### config.mk
export PLATFORM = sky130hd
export DESIGN_NAME = kwi_top
export DESIGN_NICKNAME = d
export VERILOG_FILES = /design/src/rtl/kwi_pkg.sv /design/src/rtl/kwi_det_if.sv /design/src/rtl/kwi_detect.sv /design/src/rtl/kwi_top.sv
export VERILOG_INCLUDE_DIRS = /design/src /design/src/rtl
export SDC_FILE = /design/constraint.sdc
export NUM_CORES = 1
export LEC_CHECK = 0
export BUFFER_PORTS_ARGS = -buffer_cell sky130_fd_sc_hd__buf_2
export CAP_MARGIN = 40
export CORE_AREA = 2 2 80 74
export DETAILED_ROUTE_END_ITERATION = 8
export DIE_AREA = 0 0 82 76
export MAX_ROUTING_LAYER = met4
export PLACE_DENSITY_LB_ADDON = 0.12
export SKIP_LAST_GASP = 1
export SYNTH_ARGS = -nofsm -noshare
export SYNTH_HDL_FRONTEND = slang
export SYNTH_SLANG_ARGS = --single-unit
### constraint.sdc
create_clock -name pclk -period 2 [get_ports pclk]
set_clock_uncertainty 0.05 [all_clocks]
set_input_delay 0.3 -clock pclk [delete_from_list [all_inputs] [get_ports pclk]]
set_output_delay 0.3 -clock pclk [all_outputs]
set_load 0.02 [all_outputs]
### src/rtl/kwi_regs.svh
// Register map, field positions and reset values of the keypad wake block.
//
// Summary of operation
// - Seven keypad inputs, numbered six down to zero, share pins with port lines.
// - Inputs three to zero always trigger on falling edges or low levels.
// - Inputs six to four each select rising/high or falling/low triggering.
// - An enabled rising-polarity input with its pull on gets a pulldown.
// - A keypad trigger wakes the processor from stop mode and from wait mode.
// - Bit 7 of the status/control and pin enable registers reads zero.
// - Polarity bits 6:4 pick 0 for falling/low and 1 for rising/high.
// - Pending flag bit 3 sets when a trigger is seen on any enabled input.
// - Writing 1 to the acknowledge bit clears the pending flag.
// - The acknowledge bit 2 is write-only and always reads zero.
// - In edge-and-level mode an asserted enabled input holds the flag set.
// - Interrupt enable bit 1 requests an interrupt while the flag is set.
// - Mode bit 0 picks edge-only (0) or edge-and-level (1) for all inputs.
// - A pin enable bit of 1 joins the pin to the block; 0 ignores it.
// - An edge is deasserted in one cycle and asserted in the next.
// - In stop mode the inputs act as level-sensitive wake sources.
`ifndef KWI_REGS_SVH
`define KWI_REGS_SVH

`define KWI_ADDR_W 8
`define KWI_DATA_W 32
`define KWI_NPINS 7
`define KWI_REG_W 8

// Byte offsets on the APB.
`define KWI_OFF_SC 8'h00
`define KWI_OFF_PE 8'h04
`define KWI_OFF_IST 8'h08
`define KWI_OFF_IMSK 8'h0c

// Status/control field positions.
`define KWI_POL_MSB 6
`define KWI_POL_LSB 4
`define KWI_PEND_BIT 3
`define KWI_ACK_BIT 2
`define KWI_IE_BIT 1
`define KWI_MODE_BIT 0

// Inputs 3:0 have no polarity bit and are tied to falling/low.
`define KWI_FIXED_POL 4'h0

// Interrupt status and mask layout.
`define KWI_IST_W 2
`define KWI_IST_PEND 0
`define KWI_IST_WAKE 1

// Reset values.
`define KWI_RST_POL 3'h0
`define KWI_RST_PE 7'h00
`define KWI_RST_IST 2'h0
`define KWI_RST_PREV 7'h7f
`define KWI_RST_DATA 32'h0000_0000

`endif

### src/rtl/kwi_pkg.sv
// Types shared by the keypad wake block.
package kwi_pkg;
   typedef logic [6:0] kwi_pins_t;
   typedef enum logic [2:0] {
      KWI_SEL_SC,
      KWI_SEL_PE,
      KWI_SEL_IST,
      KWI_SEL_IMSK,
      KWI_SEL_NONE
   } kwi_sel_t;
endpackage : kwi_pkg

### src/rtl/kwi_det_if.sv
// Signals between the register logic and the input detector.
`timescale 1ns/1ps
interface kwi_det_if;
   kwi_pkg::kwi_pins_t pin_in;
   kwi_pkg::kwi_pins_t pin_en;
   kwi_pkg::kwi_pins_t pol;
   logic stop;
   logic edge_any;
   logic level_any;
   modport ctl (
      output pin_in,
      output pin_en,
      output pol,
      output stop,
      input edge_any,
      input level_any
   );
   modport det (
      input pin_in,
      input pin_en,
      input pol,
      input stop,
      output edge_any,
      output level_any
   );
endinterface : kwi_det_if

### src/rtl/kwi_detect.sv
// Per-pin trigger detection for the keypad wake block.
`timescale 1ns/1ps
`include "kwi_regs.svh"
module kwi_detect (
   input wire logic pclk,
   input wire logic presetn,
   kwi_det_if.det d
);
   kwi_pkg::kwi_pins_t act;
   kwi_pkg::kwi_pins_t prev_q;
   kwi_pkg::kwi_pins_t rise;

   // An enabled pin is asserted when its level matches the polarity.
   genvar i;
   generate
      for (i = 0; i < `KWI_NPINS; i++) begin : g_pin
         assign act[i] = d.pin_en[i] & ~(d.pin_in[i] ^ d.pol[i]);
         assign rise[i] = act[i] & ~prev_q[i];
      end
   endgenerate

   // Reset to asserted so a pin held active at reset is no edge.
   always_ff @(posedge pclk or negedge presetn) begin
      if (!presetn) begin
         prev_q <= `KWI_RST_PREV;
      end else begin
         prev_q <= act;
      end
   end

   // The edge compare is bypassed while stopped; levels alone wake.
   assign d.edge_any = (|rise) & ~d.stop;
   assign d.level_any = |act;
endmodule : kwi_detect

### src/rtl/kwi_top.sv
// Keypad wake interrupt block with an APB register slave.
`timescale 1ns/1ps
`include "kwi_regs.svh"
module kwi_top (
   input wire logic pclk,
   input wire logic presetn,
   input wire logic psel,
   input wire logic penable,
   input wire logic pwrite,
   input wire logic [`KWI_ADDR_W-1:0] paddr,
   input wire logic [`KWI_DATA_W-1:0] pwdata,
   output logic [`KWI_DATA_W-1:0] prdata,
   output logic pready,
   output logic pslverr,
   input wire logic [`KWI_NPINS-1:0] keypad_in,
   input wire logic [`KWI_NPINS-1:0] pullup_en,
   input wire logic stop_mode,
   input wire logic wait_mode,
   output logic [`KWI_NPINS-1:0] pin_pulldown,
   output logic [`KWI_NPINS-1:0] pin_pullup,
   output logic keypad_irq,
   output logic irq,
   output logic wake
);

   // Register state.
   // Bit 7 of both eight-bit registers has no flip-flop behind it.
   logic [`KWI_POL_MSB:`KWI_POL_LSB] trigger_polarity_q;
   kwi_pkg::kwi_pins_t pin_enable_q;
   logic irq_enable_q;
   logic detect_mode_q;
   logic pending_flag_q;
   logic pending_flag_d;
   logic [`KWI_IST_W-1:0] ist_q;
   logic [`KWI_IST_W-1:0] ist_d;
   logic [`KWI_IST_W-1:0] imsk_q;

   // Bus state.
   logic [`KWI_DATA_W-1:0] prdata_q;
   logic [`KWI_DATA_W-1:0] rdata_d;
   logic pready_q;
   logic pslverr_q;
   kwi_pkg::kwi_sel_t sel;
   logic xfer_done;
   logic wr_en;
   logic rd_done;
   logic ack_wr;

   // Pin side state.
   kwi_pkg::kwi_pins_t pol_eff;
   kwi_pkg::kwi_pins_t pulldown_q;
   kwi_pkg::kwi_pins_t pullup_q;
   logic keypad_irq_q;
   logic irq_q;
   logic wake_q;
   logic trig;
   logic wake_evt;

   // Wiring to the detector travels in one interface.
   kwi_det_if det_bus ();

   // Inputs 3:0 have no polarity control and stay falling/low.
   // Software cannot change these four, whatever it writes.
   assign pol_eff = {trigger_polarity_q, `KWI_FIXED_POL};

   // Hand the pins and the configuration to the detector.
   // The stop input bypasses the edge compare inside the detector.
   assign det_bus.pin_in = keypad_in;
   assign det_bus.pin_en = pin_enable_q;
   assign det_bus.pol = pol_eff;
   assign det_bus.stop = stop_mode;

   kwi_detect u_detect (
      .pclk(pclk),
      .presetn(presetn),
      .d(det_bus.det)
   );

   // APB slave with one wait state per transfer.
   // The wait state costs a cycle but keeps every bus output registered.

   // Address decode; anything not in the map answers with an error.
   // Only the low address byte is decoded; the map is four words.
   always_comb begin
      case (paddr)
         `KWI_OFF_SC: sel = kwi_pkg::KWI_SEL_SC;
         `KWI_OFF_PE: sel = kwi_pkg::KWI_SEL_PE;
         `KWI_OFF_IST: sel = kwi_pkg::KWI_SEL_IST;
         `KWI_OFF_IMSK: sel = kwi_pkg::KWI_SEL_IMSK;
         default: sel = kwi_pkg::KWI_SEL_NONE;
      endcase
   end

   // A transfer completes at the edge where pready is seen high.
   assign xfer_done = psel & penable & pready_q;
   assign wr_en = xfer_done & pwrite & ~pslverr_q;
   assign rd_done = xfer_done & ~pwrite;

   // Acknowledge is a write of one to its bit, never stored.
   assign ack_wr = wr_en & (sel == kwi_pkg::KWI_SEL_SC)
                   & pwdata[`KWI_ACK_BIT];

   // Read data; reserved bit 7 and the acknowledge bit read zero.
   always_comb begin
      rdata_d = `KWI_RST_DATA;
      unique case (sel)
         kwi_pkg::KWI_SEL_SC: begin
            rdata_d[`KWI_POL_MSB:`KWI_POL_LSB] = trigger_polarity_q;
            rdata_d[`KWI_PEND_BIT] = pending_flag_q;
            rdata_d[`KWI_ACK_BIT] = 1'b0;
            rdata_d[`KWI_IE_BIT] = irq_enable_q;
            rdata_d[`KWI_MODE_BIT] = detect_mode_q;
         end
         kwi_pkg::KWI_SEL_PE: begin
            rdata_d[`KWI_NPINS-1:0] = pin_enable_q;
         end
         kwi_pkg::KWI_SEL_IST: begin
            rdata_d[`KWI_IST_W-1:0] = ist_q;
         end
         kwi_pkg::KWI_SEL_IMSK: begin
            rdata_d[`KWI_IST_W-1:0] = imsk_q;
         end
         kwi_pkg::KWI_SEL_NONE: begin
            rdata_d = `KWI_RST_DATA;
         end
      endcase
   end

   // The answer comes one cycle into the access phase, so every
   // transfer is setup plus two access cycles; the wait state lets
   // pready and prdata leave flip-flops.
   always_ff @(posedge pclk or negedge presetn) begin
      if (!presetn) begin
         pready_q <= 1'b0;
         pslverr_q <= 1'b0;
         prdata_q <= `KWI_RST_DATA;
      end else begin
         pready_q <= psel & penable & ~pready_q;
         if (psel & penable & ~pready_q) begin
            pslverr_q <= (sel == kwi_pkg::KWI_SEL_NONE);
            prdata_q <= pwrite ? `KWI_RST_DATA : rdata_d;
         end else begin
            pslverr_q <= 1'b0;
         end
      end
   end

   // The bus outputs come straight from their flip-flops.
   assign prdata = prdata_q;
   assign pready = pready_q;
   assign pslverr = pslverr_q;

   // Control registers, written only when a transfer completes.
   // Writes to an address that answers with an error never reach them.

   // Status/control writable fields: polarity, enable and mode.
   always_ff @(posedge pclk or negedge presetn) begin
      if (!presetn) begin
         trigger_polarity_q <= `KWI_RST_POL;
         irq_enable_q <= 1'b0;
         detect_mode_q <= 1'b0;
      end else if (wr_en && sel == kwi_pkg::KWI_SEL_SC) begin
         trigger_polarity_q <= pwdata[`KWI_POL_MSB:`KWI_POL_LSB];
         irq_enable_q <= pwdata[`KWI_IE_BIT];
         detect_mode_q <= pwdata[`KWI_MODE_BIT];
      end
   end

   // Pin enable register; bit 7 is not stored at all.
   always_ff @(posedge pclk or negedge presetn) begin
      if (!presetn) begin
         pin_enable_q <= `KWI_RST_PE;
      end else if (wr_en && sel == kwi_pkg::KWI_SEL_PE) begin
         pin_enable_q <= pwdata[`KWI_NPINS-1:0];
      end
   end

   // Interrupt mask register, same layout as the sticky status.
   always_ff @(posedge pclk or negedge presetn) begin
      if (!presetn) begin
         imsk_q <= `KWI_RST_IST;
      end else if (wr_en && sel == kwi_pkg::KWI_SEL_IMSK) begin
         imsk_q <= pwdata[`KWI_IST_W-1:0];
      end
   end

   // Pending flag, set by triggers and cleared by acknowledge.
   // It is shared by all seven inputs, so software must poll the pins.

   // A trigger is an edge, or in stop mode any asserted level. In
   // edge-and-level mode an asserted level keeps setting the flag, so
   // an acknowledge cannot clear it while a key is still held.
   assign trig = det_bus.edge_any
                 | (stop_mode & det_bus.level_any)
                 | (detect_mode_q & det_bus.level_any);

   // A trigger in the acknowledge cycle wins over the clear.
   always_comb begin
      pending_flag_d = pending_flag_q;
      if (ack_wr) begin
         pending_flag_d = 1'b0;
      end
      if (trig) begin
         pending_flag_d = 1'b1;
      end
   end

   // The flag flip-flop; a trigger shows in a read one edge later.
   always_ff @(posedge pclk or negedge presetn) begin
      if (!presetn) begin
         pending_flag_q <= 1'b0;
      end else begin
         pending_flag_q <= pending_flag_d;
      end
   end

   // Sticky event status, cleared by reading it.
   // It records wakes too, which the pending flag cannot tell apart.

   // Only the bits returned by the read are cleared, so an event that
   // lands during the read's wait state survives to the next read.
   assign wake_evt = (stop_mode | wait_mode) & trig;

   // A new event is applied last, so it wins over a read clear.
   always_comb begin
      ist_d = ist_q;
      if (rd_done && sel == kwi_pkg::KWI_SEL_IST) begin
         ist_d = ist_q & ~prdata_q[`KWI_IST_W-1:0];
      end
      if (trig) begin
         ist_d[`KWI_IST_PEND] = 1'b1;
      end
      if (wake_evt) begin
         ist_d[`KWI_IST_WAKE] = 1'b1;
      end
   end

   // Status flip-flops.
   always_ff @(posedge pclk or negedge presetn) begin
      if (!presetn) begin
         ist_q <= `KWI_RST_IST;
      end else begin
         ist_q <= ist_d;
      end
   end

   // Outputs to the processor and the power controller.
   // All are registered, so each lags its cause by one edge.

   // The keypad request follows the flag only when enabled; with the
   // enable low software still polls the flag.
   always_ff @(posedge pclk or negedge presetn) begin
      if (!presetn) begin
         keypad_irq_q <= 1'b0;
      end else begin
         keypad_irq_q <= irq_enable_q & pending_flag_d;
      end
   end

   // System interrupt: any unmasked sticky status bit.
   // It uses the next status so it rises with the status bit itself.
   always_ff @(posedge pclk or negedge presetn) begin
      if (!presetn) begin
         irq_q <= 1'b0;
      end else begin
         irq_q <= |(ist_d & imsk_q);
      end
   end

   // Wake request stays up while a low-power mode is requested and
   // the flag is set, until software acknowledges it.
   always_ff @(posedge pclk or negedge presetn) begin
      if (!presetn) begin
         wake_q <= 1'b0;
      end else begin
         wake_q <= (stop_mode | wait_mode) & pending_flag_d;
      end
   end

   // Drive the outputs from the flip-flops above.
   assign keypad_irq = keypad_irq_q;
   assign irq = irq_q;
   assign wake = wake_q;

   // Pad pull selection.
   // The pulls are registered and so follow a configuration write late.

   // A rising-polarity keypad pin needs a pulldown so that its idle
   // level is the deasserted one; the port's pull request is reused.
   always_ff @(posedge pclk or negedge presetn) begin
      if (!presetn) begin
         pulldown_q <= `KWI_RST_PE;
         pullup_q <= `KWI_RST_PE;
      end else begin
         pulldown_q <= pullup_en & pin_enable_q & pol_eff;
         pullup_q <= pullup_en & ~(pin_enable_q & pol_eff);
      end
   end

   // Pull requests leave their flip-flops untouched.
   assign pin_pulldown = pulldown_q;
   assign pin_pullup = pullup_q;

endmodule : kwi_top

; ---- Yosys cells after proc, flatten, opt, wreduce, memory -nomap -nowiden
; Index checks and enable logic that the tools add are counted.
[word_totals]
regBits = 75
output_inout_bits = 51
[op_classes]
eq_ne = 7
muxes = 10
n_reduce_logical = 9
n_bitwise = 60
[op_table]
columns = op, count
row1 = $and 1x1->1, 28
row2 = $and 7x7->7, 4
row3 = $not 1->1, 18
row4 = $eq 8x4->1 const B, 2
row5 = $reduce_or 7->1, 2
row6 = $pmux 3 s4, 1
row7 = $pmux 2 s5, 1
row8 = $pmux 5 s2, 1
row9 = $eq 8x3->1 const B, 1
row10 = $logic_not 8->1, 1
row11 = $mux 7, 1
row12 = $not 7->7, 1
row13 = $eq 3x2->1 const B, 2
row14 = $mux 1, 5
row15 = $and 2x2->2, 2
row16 = $logic_and 1x1->1, 4
row17 = $eq 3x1->1 const B, 1
row18 = $eq 3x3->1 const B, 1
row19 = $logic_not 3->1, 1
row20 = $or 1x1->1, 3
row21 = $xor 1x1->1, 3
row22 = $mux 2, 1
row23 = $not 2->2, 1
row24 = $reduce_or 2->1, 1

; ---- Logic depth before layout (Yosys ltp)
[logic_depth]
ltp_word = 12
ltp_mapped = 6

; ---- Hierarchy
; A second synthesis with hierarchy kept.
[hier_totals]
hier_cells = 197
area_unflattened_um2 = 2232.1
[by_module_without_submodules]
columns = mod, area_per_inst_um2, cells_per_inst, seq_area_each_um2, instances
row1 = kwi_top, 1875.5, 161, 975.9, 1
row2 = kwi_detect, 356.6, 36, 183.9, 1

; ---- Worst setup path before layout
; No wires, ideal clock.
[synth_timing]
path_type = input port to flip-flop
from = in paddr[1]
to = reg detect_mode_q
n_path_buf = 0
arrival_time_ns = 1.907
stages = 4
slack_ns = -0.081
setup_time_ns = 0.125
cell_sequence = or4_4 > or3_4 > nor4b_4 > mux2_2
[synth_via]
elab_chain_len = 4
[synth_rtl]
columns = item, line
row1 = from (decl), kwi_top.sv:10  ; input wire logic [`KWI_ADDR_W-1:0] paddr,
row2 = "$eq 8x4->1, or another cell as far along", kwi_top.sv:85  ; case (paddr)
row3 = $pmux 3 s4 *, kwi_top.sv:85
row4 = $logic_not 3->1 *, kwi_top.sv:162  ; end else if (wr_en && sel == kwi_pkg::KWI_SEL_SC) begin
row5 = $logic_and 1x1->1 *, kwi_top.sv:162
row6 = to (signal assigned), kwi_top.sv:165  ; detect_mode_q <= pwdata[`KWI_MODE_BIT];
row7 = to (decl), kwi_top.sv:31  ; logic detect_mode_q;
; Every way passes the cells marked *; elsewhere a longest branch is shown, timed or not.
; A chain may end at the register's enable or synchronous reset.

; ---- Worst setup path in the final report
[layout_timing]
from = reg pin_enable_q[1], in the netlist det_bus.pin_en[1]
to = reg irq_q, in the netlist irq
[layout_via]
elab_chain_len = 10
[layout_rtl]
columns = item, line
row1 = from (decl), kwi_top.sv:29  ; kwi_pkg::kwi_pins_t pin_enable_q;
row2 = from (signal assigned), kwi_top.sv:172  ; pin_enable_q <= `KWI_RST_PE;
row3 = from (signal assigned), kwi_top.sv:174  ; pin_enable_q <= pwdata[`KWI_NPINS-1:0];
row4 = $and 1x1->1 *, kwi_detect.sv:17  ; assign act[i] = d.pin_en[i] & ~(d.pin_in[i] ^ d.pol[i]);
row5 = net u_detect.act[1], kwi_detect.sv:9  ; kwi_pkg::kwi_pins_t act;
row6 = $and 1x1->1, kwi_detect.sv:18  ; assign rise[i] = act[i] & ~prev_q[i];
row7 = $reduce_or 7->1, kwi_detect.sv:32  ; assign d.edge_any = (|rise) & ~d.stop;
row8 = $and 1x1->1, kwi_detect.sv:32
row9 = $or 1x1->1, kwi_top.sv:194  ; | (stop_mode & det_bus.level_any)
row10 = $or 1x1->1 *, kwi_top.sv:195  ; | (detect_mode_q & det_bus.level_any);
row11 = $and 1x1->1, kwi_top.sv:222  ; assign wake_evt = (stop_mode | wait_mode) & trig;
row12 = $mux 1, kwi_top.sv:233  ; if (wake_evt) begin
row13 = $and 2x2->2 *, kwi_top.sv:266  ; irq_q <= |(ist_d & imsk_q);
row14 = $reduce_or 2->1 *, kwi_top.sv:266
row15 = to (signal assigned), kwi_top.sv:266
row16 = to (decl), kwi_top.sv:54  ; logic irq_q;
; Mark *: on every way through the listed nets, which the timed path passes. The rest lies on a longest branch.

==> results.md <==
* RR Startpoint: det_bus.pin_en[1]
* Peak supply drop at 0.468 mV
* Reg2Reg Depth at 5
* Hpwl dp at 3470 um
* Antenna violations before repair at 0
* Pwr Density at 651 mW/mm^2
* RR Endpoint: irq
* Final GP Congestion at 0.803
* Most numerous cell in the Yosys netlist: dfrtp_1
* Unique masters post-synth at 38
* Nets at 329
* Layout cells sized above 1 at 45.4%
* Drt wl/cell at between 10 and 15 um
* H-tree depth at 2
* GR peak layer: met2
* Slew Viols, Final at 0
* Top cell type's share of synthesized area at 45.1%
* Die Wd at around 82 um
* Pre-CTS WS at -0.237 ns
* Setup TNS at -0.0681 ns
* Die Span Y at ~76 um
* Yosys synthesis warning count at 0
* Area growth syn-to-layout at 26.0%
* Setup crit end: irq
* Final Core Density at 49.9%
* Die area at 0.00623 mm^2
* Root Buffer: clkbuf_8
* Count of input and output buffers at 57
* Hold/Removal Path Class: input port to register
* Yosys reg bits at 46
* Post-Syn Area per Cell at 11.5 um^2
* Area contributors post-synth: dfrtp_1 45%, buf_4 10%, dfstp_2 8.5%, mux2_2 7.3%, nand2_1 2.9%
* Critical path endpoint category: register
* Number of flops mapped to enable cells by yosys at 0
* Critical Path AT at 2.16 ns
* Drt drc at 0
* Reg-to-reg setup timing slack at -0.03 ns
* Final setup margin at -0.0287 ns
* Core ar. at 0.00547 mm^2
* Final hold viol count at 0
* Rel. slew slack at 63.2%
* Final setup violation count at 3
* GRT overflow at 0
* Setup CP Type: register to register
* Largest area contributor in the netlist: dfrtp_1
* Top FF cell, synth: dfrtp_1
* Critical Path Start Type: register
* Async S/R FF share, synth at 100%
* Number of diodes at 0
* WL final at 4450 um
* Met1 Track Usage GR at 20.7%
* Num CTS Buffers at 5
* First-pass GRT wire length at 7270 um
* Final min period at 2.03 ns
* Max_cap viols at 0
* # clock sinks at 46
* Starting DRT DRC Count at 62
* Met3 usage at 4.03%
* Total power at 1770 uW
* Worst skew pair latency at 0.30 ns
* Mapped Cells at 188
* CP Launch Point: det_bus.pin_en[1]
* P_leak at 0.00142 uW
* F_max at around 500 MHz
* TritonRoute pass-1 iters at 4
* Sequential area share after synthesis at 53.6%
* Via-per-instance ratio at 4.59
* Worst Tran Pin Value at ~0.55 ns
* Io pins at 112
* Max clock buf depth at 2
* Post-synth top cells: 39 x dfrtp_1, 29 x buf_4, 17 x nand2_1
* Critical Path Fanout Max at 3
* Largest net degree at the start of global routing at 25
* Final Cycle Share at 101%
* RSZ-0062 raised after global routing: yes
* Row count at 26
* Hold WS at 0.0483 ns
* Via count at about 1.6k
* Worst-path clk slew at 0.09 ns
* TritonCTS clock tree: done
* Outcome: finished with violations
* Antenna-violating nets left at 0
* Initial Util at 39.6%
* Gr usage total at 15.7%
* Cell Area, Synth at 0.00216 mm^2
* Required @ worst endpoint at roughly 2.1 ns
* Violated checks: setup timing
* Vias in the first global route at between 1.5k and 2k
* Grt met2 use at 23.8%
-- flip-flops by register name, summed over array words and instances (netlist names), 2 cells and up --
| name | cells |
|---|---|
| det_bus.pin_en | 7 |
| imsk_q | 2 |
| ist_q | 2 |
| pin_pulldown | 3 |
| pin_pullup | 7 |
| prdata | 7 |
| trigger_polarity_q | 3 |
| u_detect.prev_q | 7 |
-- layer usage --
metal	up-vias	part of all wire, %	wire [um]
met5	-	0	0
met4	0	1.2	55
met3	7	6.3	281
met2	56	48	2120
met1	738	45	1990
li1	754	-	-
-- timing repair --
| action | in CTS | in global routing |
|---|---|---|
| setup buffers | 0 | 0 |
| endpoints found under the setup margin | 6 | 6 |
| pin swaps | 1 | 4 |
| resized for setup | 10 | 4 |
| endpoints found under the hold margin | 21 | 0 |
| hold buffers | 1 | 0 |
-- placed cells by master (no fill, tap or decap), types with 5 or more instances in the layout --
cell,n
mux2_2,14
o21ai_0,7
nand2_1,17
nor3b_1,5
dfrtp_1,39
inv_1,6
dfstp_2,7
buf_4,18
buf_2,57
mux2i_1,6
conb_1,29
clkbuf_8,5
-- per-stage QoR --
step           std cells  area [um^2]
6_report             339         2730
5_1_grt              339         2730
4_1_cts              339         2710
3_5_place_dp         330         2570
3_3_place_gp         330         2570
2_1_floorplan        216         2270
-- final cells by class --
| cell class | instances | area [um^2] |
|---|---|---|
| clock buffer | 5 | 68.8 |
| clock inverter | 3 | 21.3 |
| fill | 535 | 2740 |
| inverter | 6 | 22.5 |
| multi-input combinational | 132 | 916 |
| sequential | 46 | 1160 |
| tap | 70 | 87.6 |
| timing repair buffer | 77 | 450 |
-- cell families after synthesis --
| family | count (synthesis) | share of synthesized area (%) |
|---|---|---|
| other | 1 | 0.173 |
| XOR/XNOR | 3 | 1.21 |
| multiplexers | 20 | 10.1 |
| flip-flops | 46 | 53.6 |
| AO/OA/AOI/OAI | 22 | 7.11 |
| buffers and inverters | 38 | 11.6 |
| AND/OR/NAND/NOR | 58 | 16.2 |
-- worst min-delay path by stage --
| stage | startpoint | end | depth (start not counted) | slack, ns |
|---|---|---|---|---|
| 6_report | pullup_en[2] | pin_pullup[2] | 1 | 0.05 |
| 5_1_grt | pullup_en[2] | pin_pullup[2] | 1 | 0.03 |
| 4_1_cts | pullup_en[0] | pin_pullup[0] | 1 | 0.04 |
| 3_5_place_dp | presetn | imsk_q[0] | 1 | 0.26 |
| 3_3_place_gp | presetn | imsk_q[0] | 1 | 0.27 |
| 2_1_floorplan | presetn | det_bus.pin_en[0] | 0 | -0.05 |
-- worst max-delay path, stage by stage (launching register included) --
cell,delay [ns]
dfrtp_1,0.39
nor2b_4,0.13
or4_4,0.52
or4_4,0.48
a221oi_2,0.25
nand3_1,0.10
-- power breakdown --
| group | leakage, uW | total, uW | internal (uW) | switching [uW] |
|---|---|---|---|---|
| combinational | 0.000775 | 223 | 73.0 | 150 |
| clock | 0.0000441 | 575 | 246 | 329 |
| sequential | 0.000596 | 976 | 961 | 15.0 |
(Power assumes the default switching activity.)
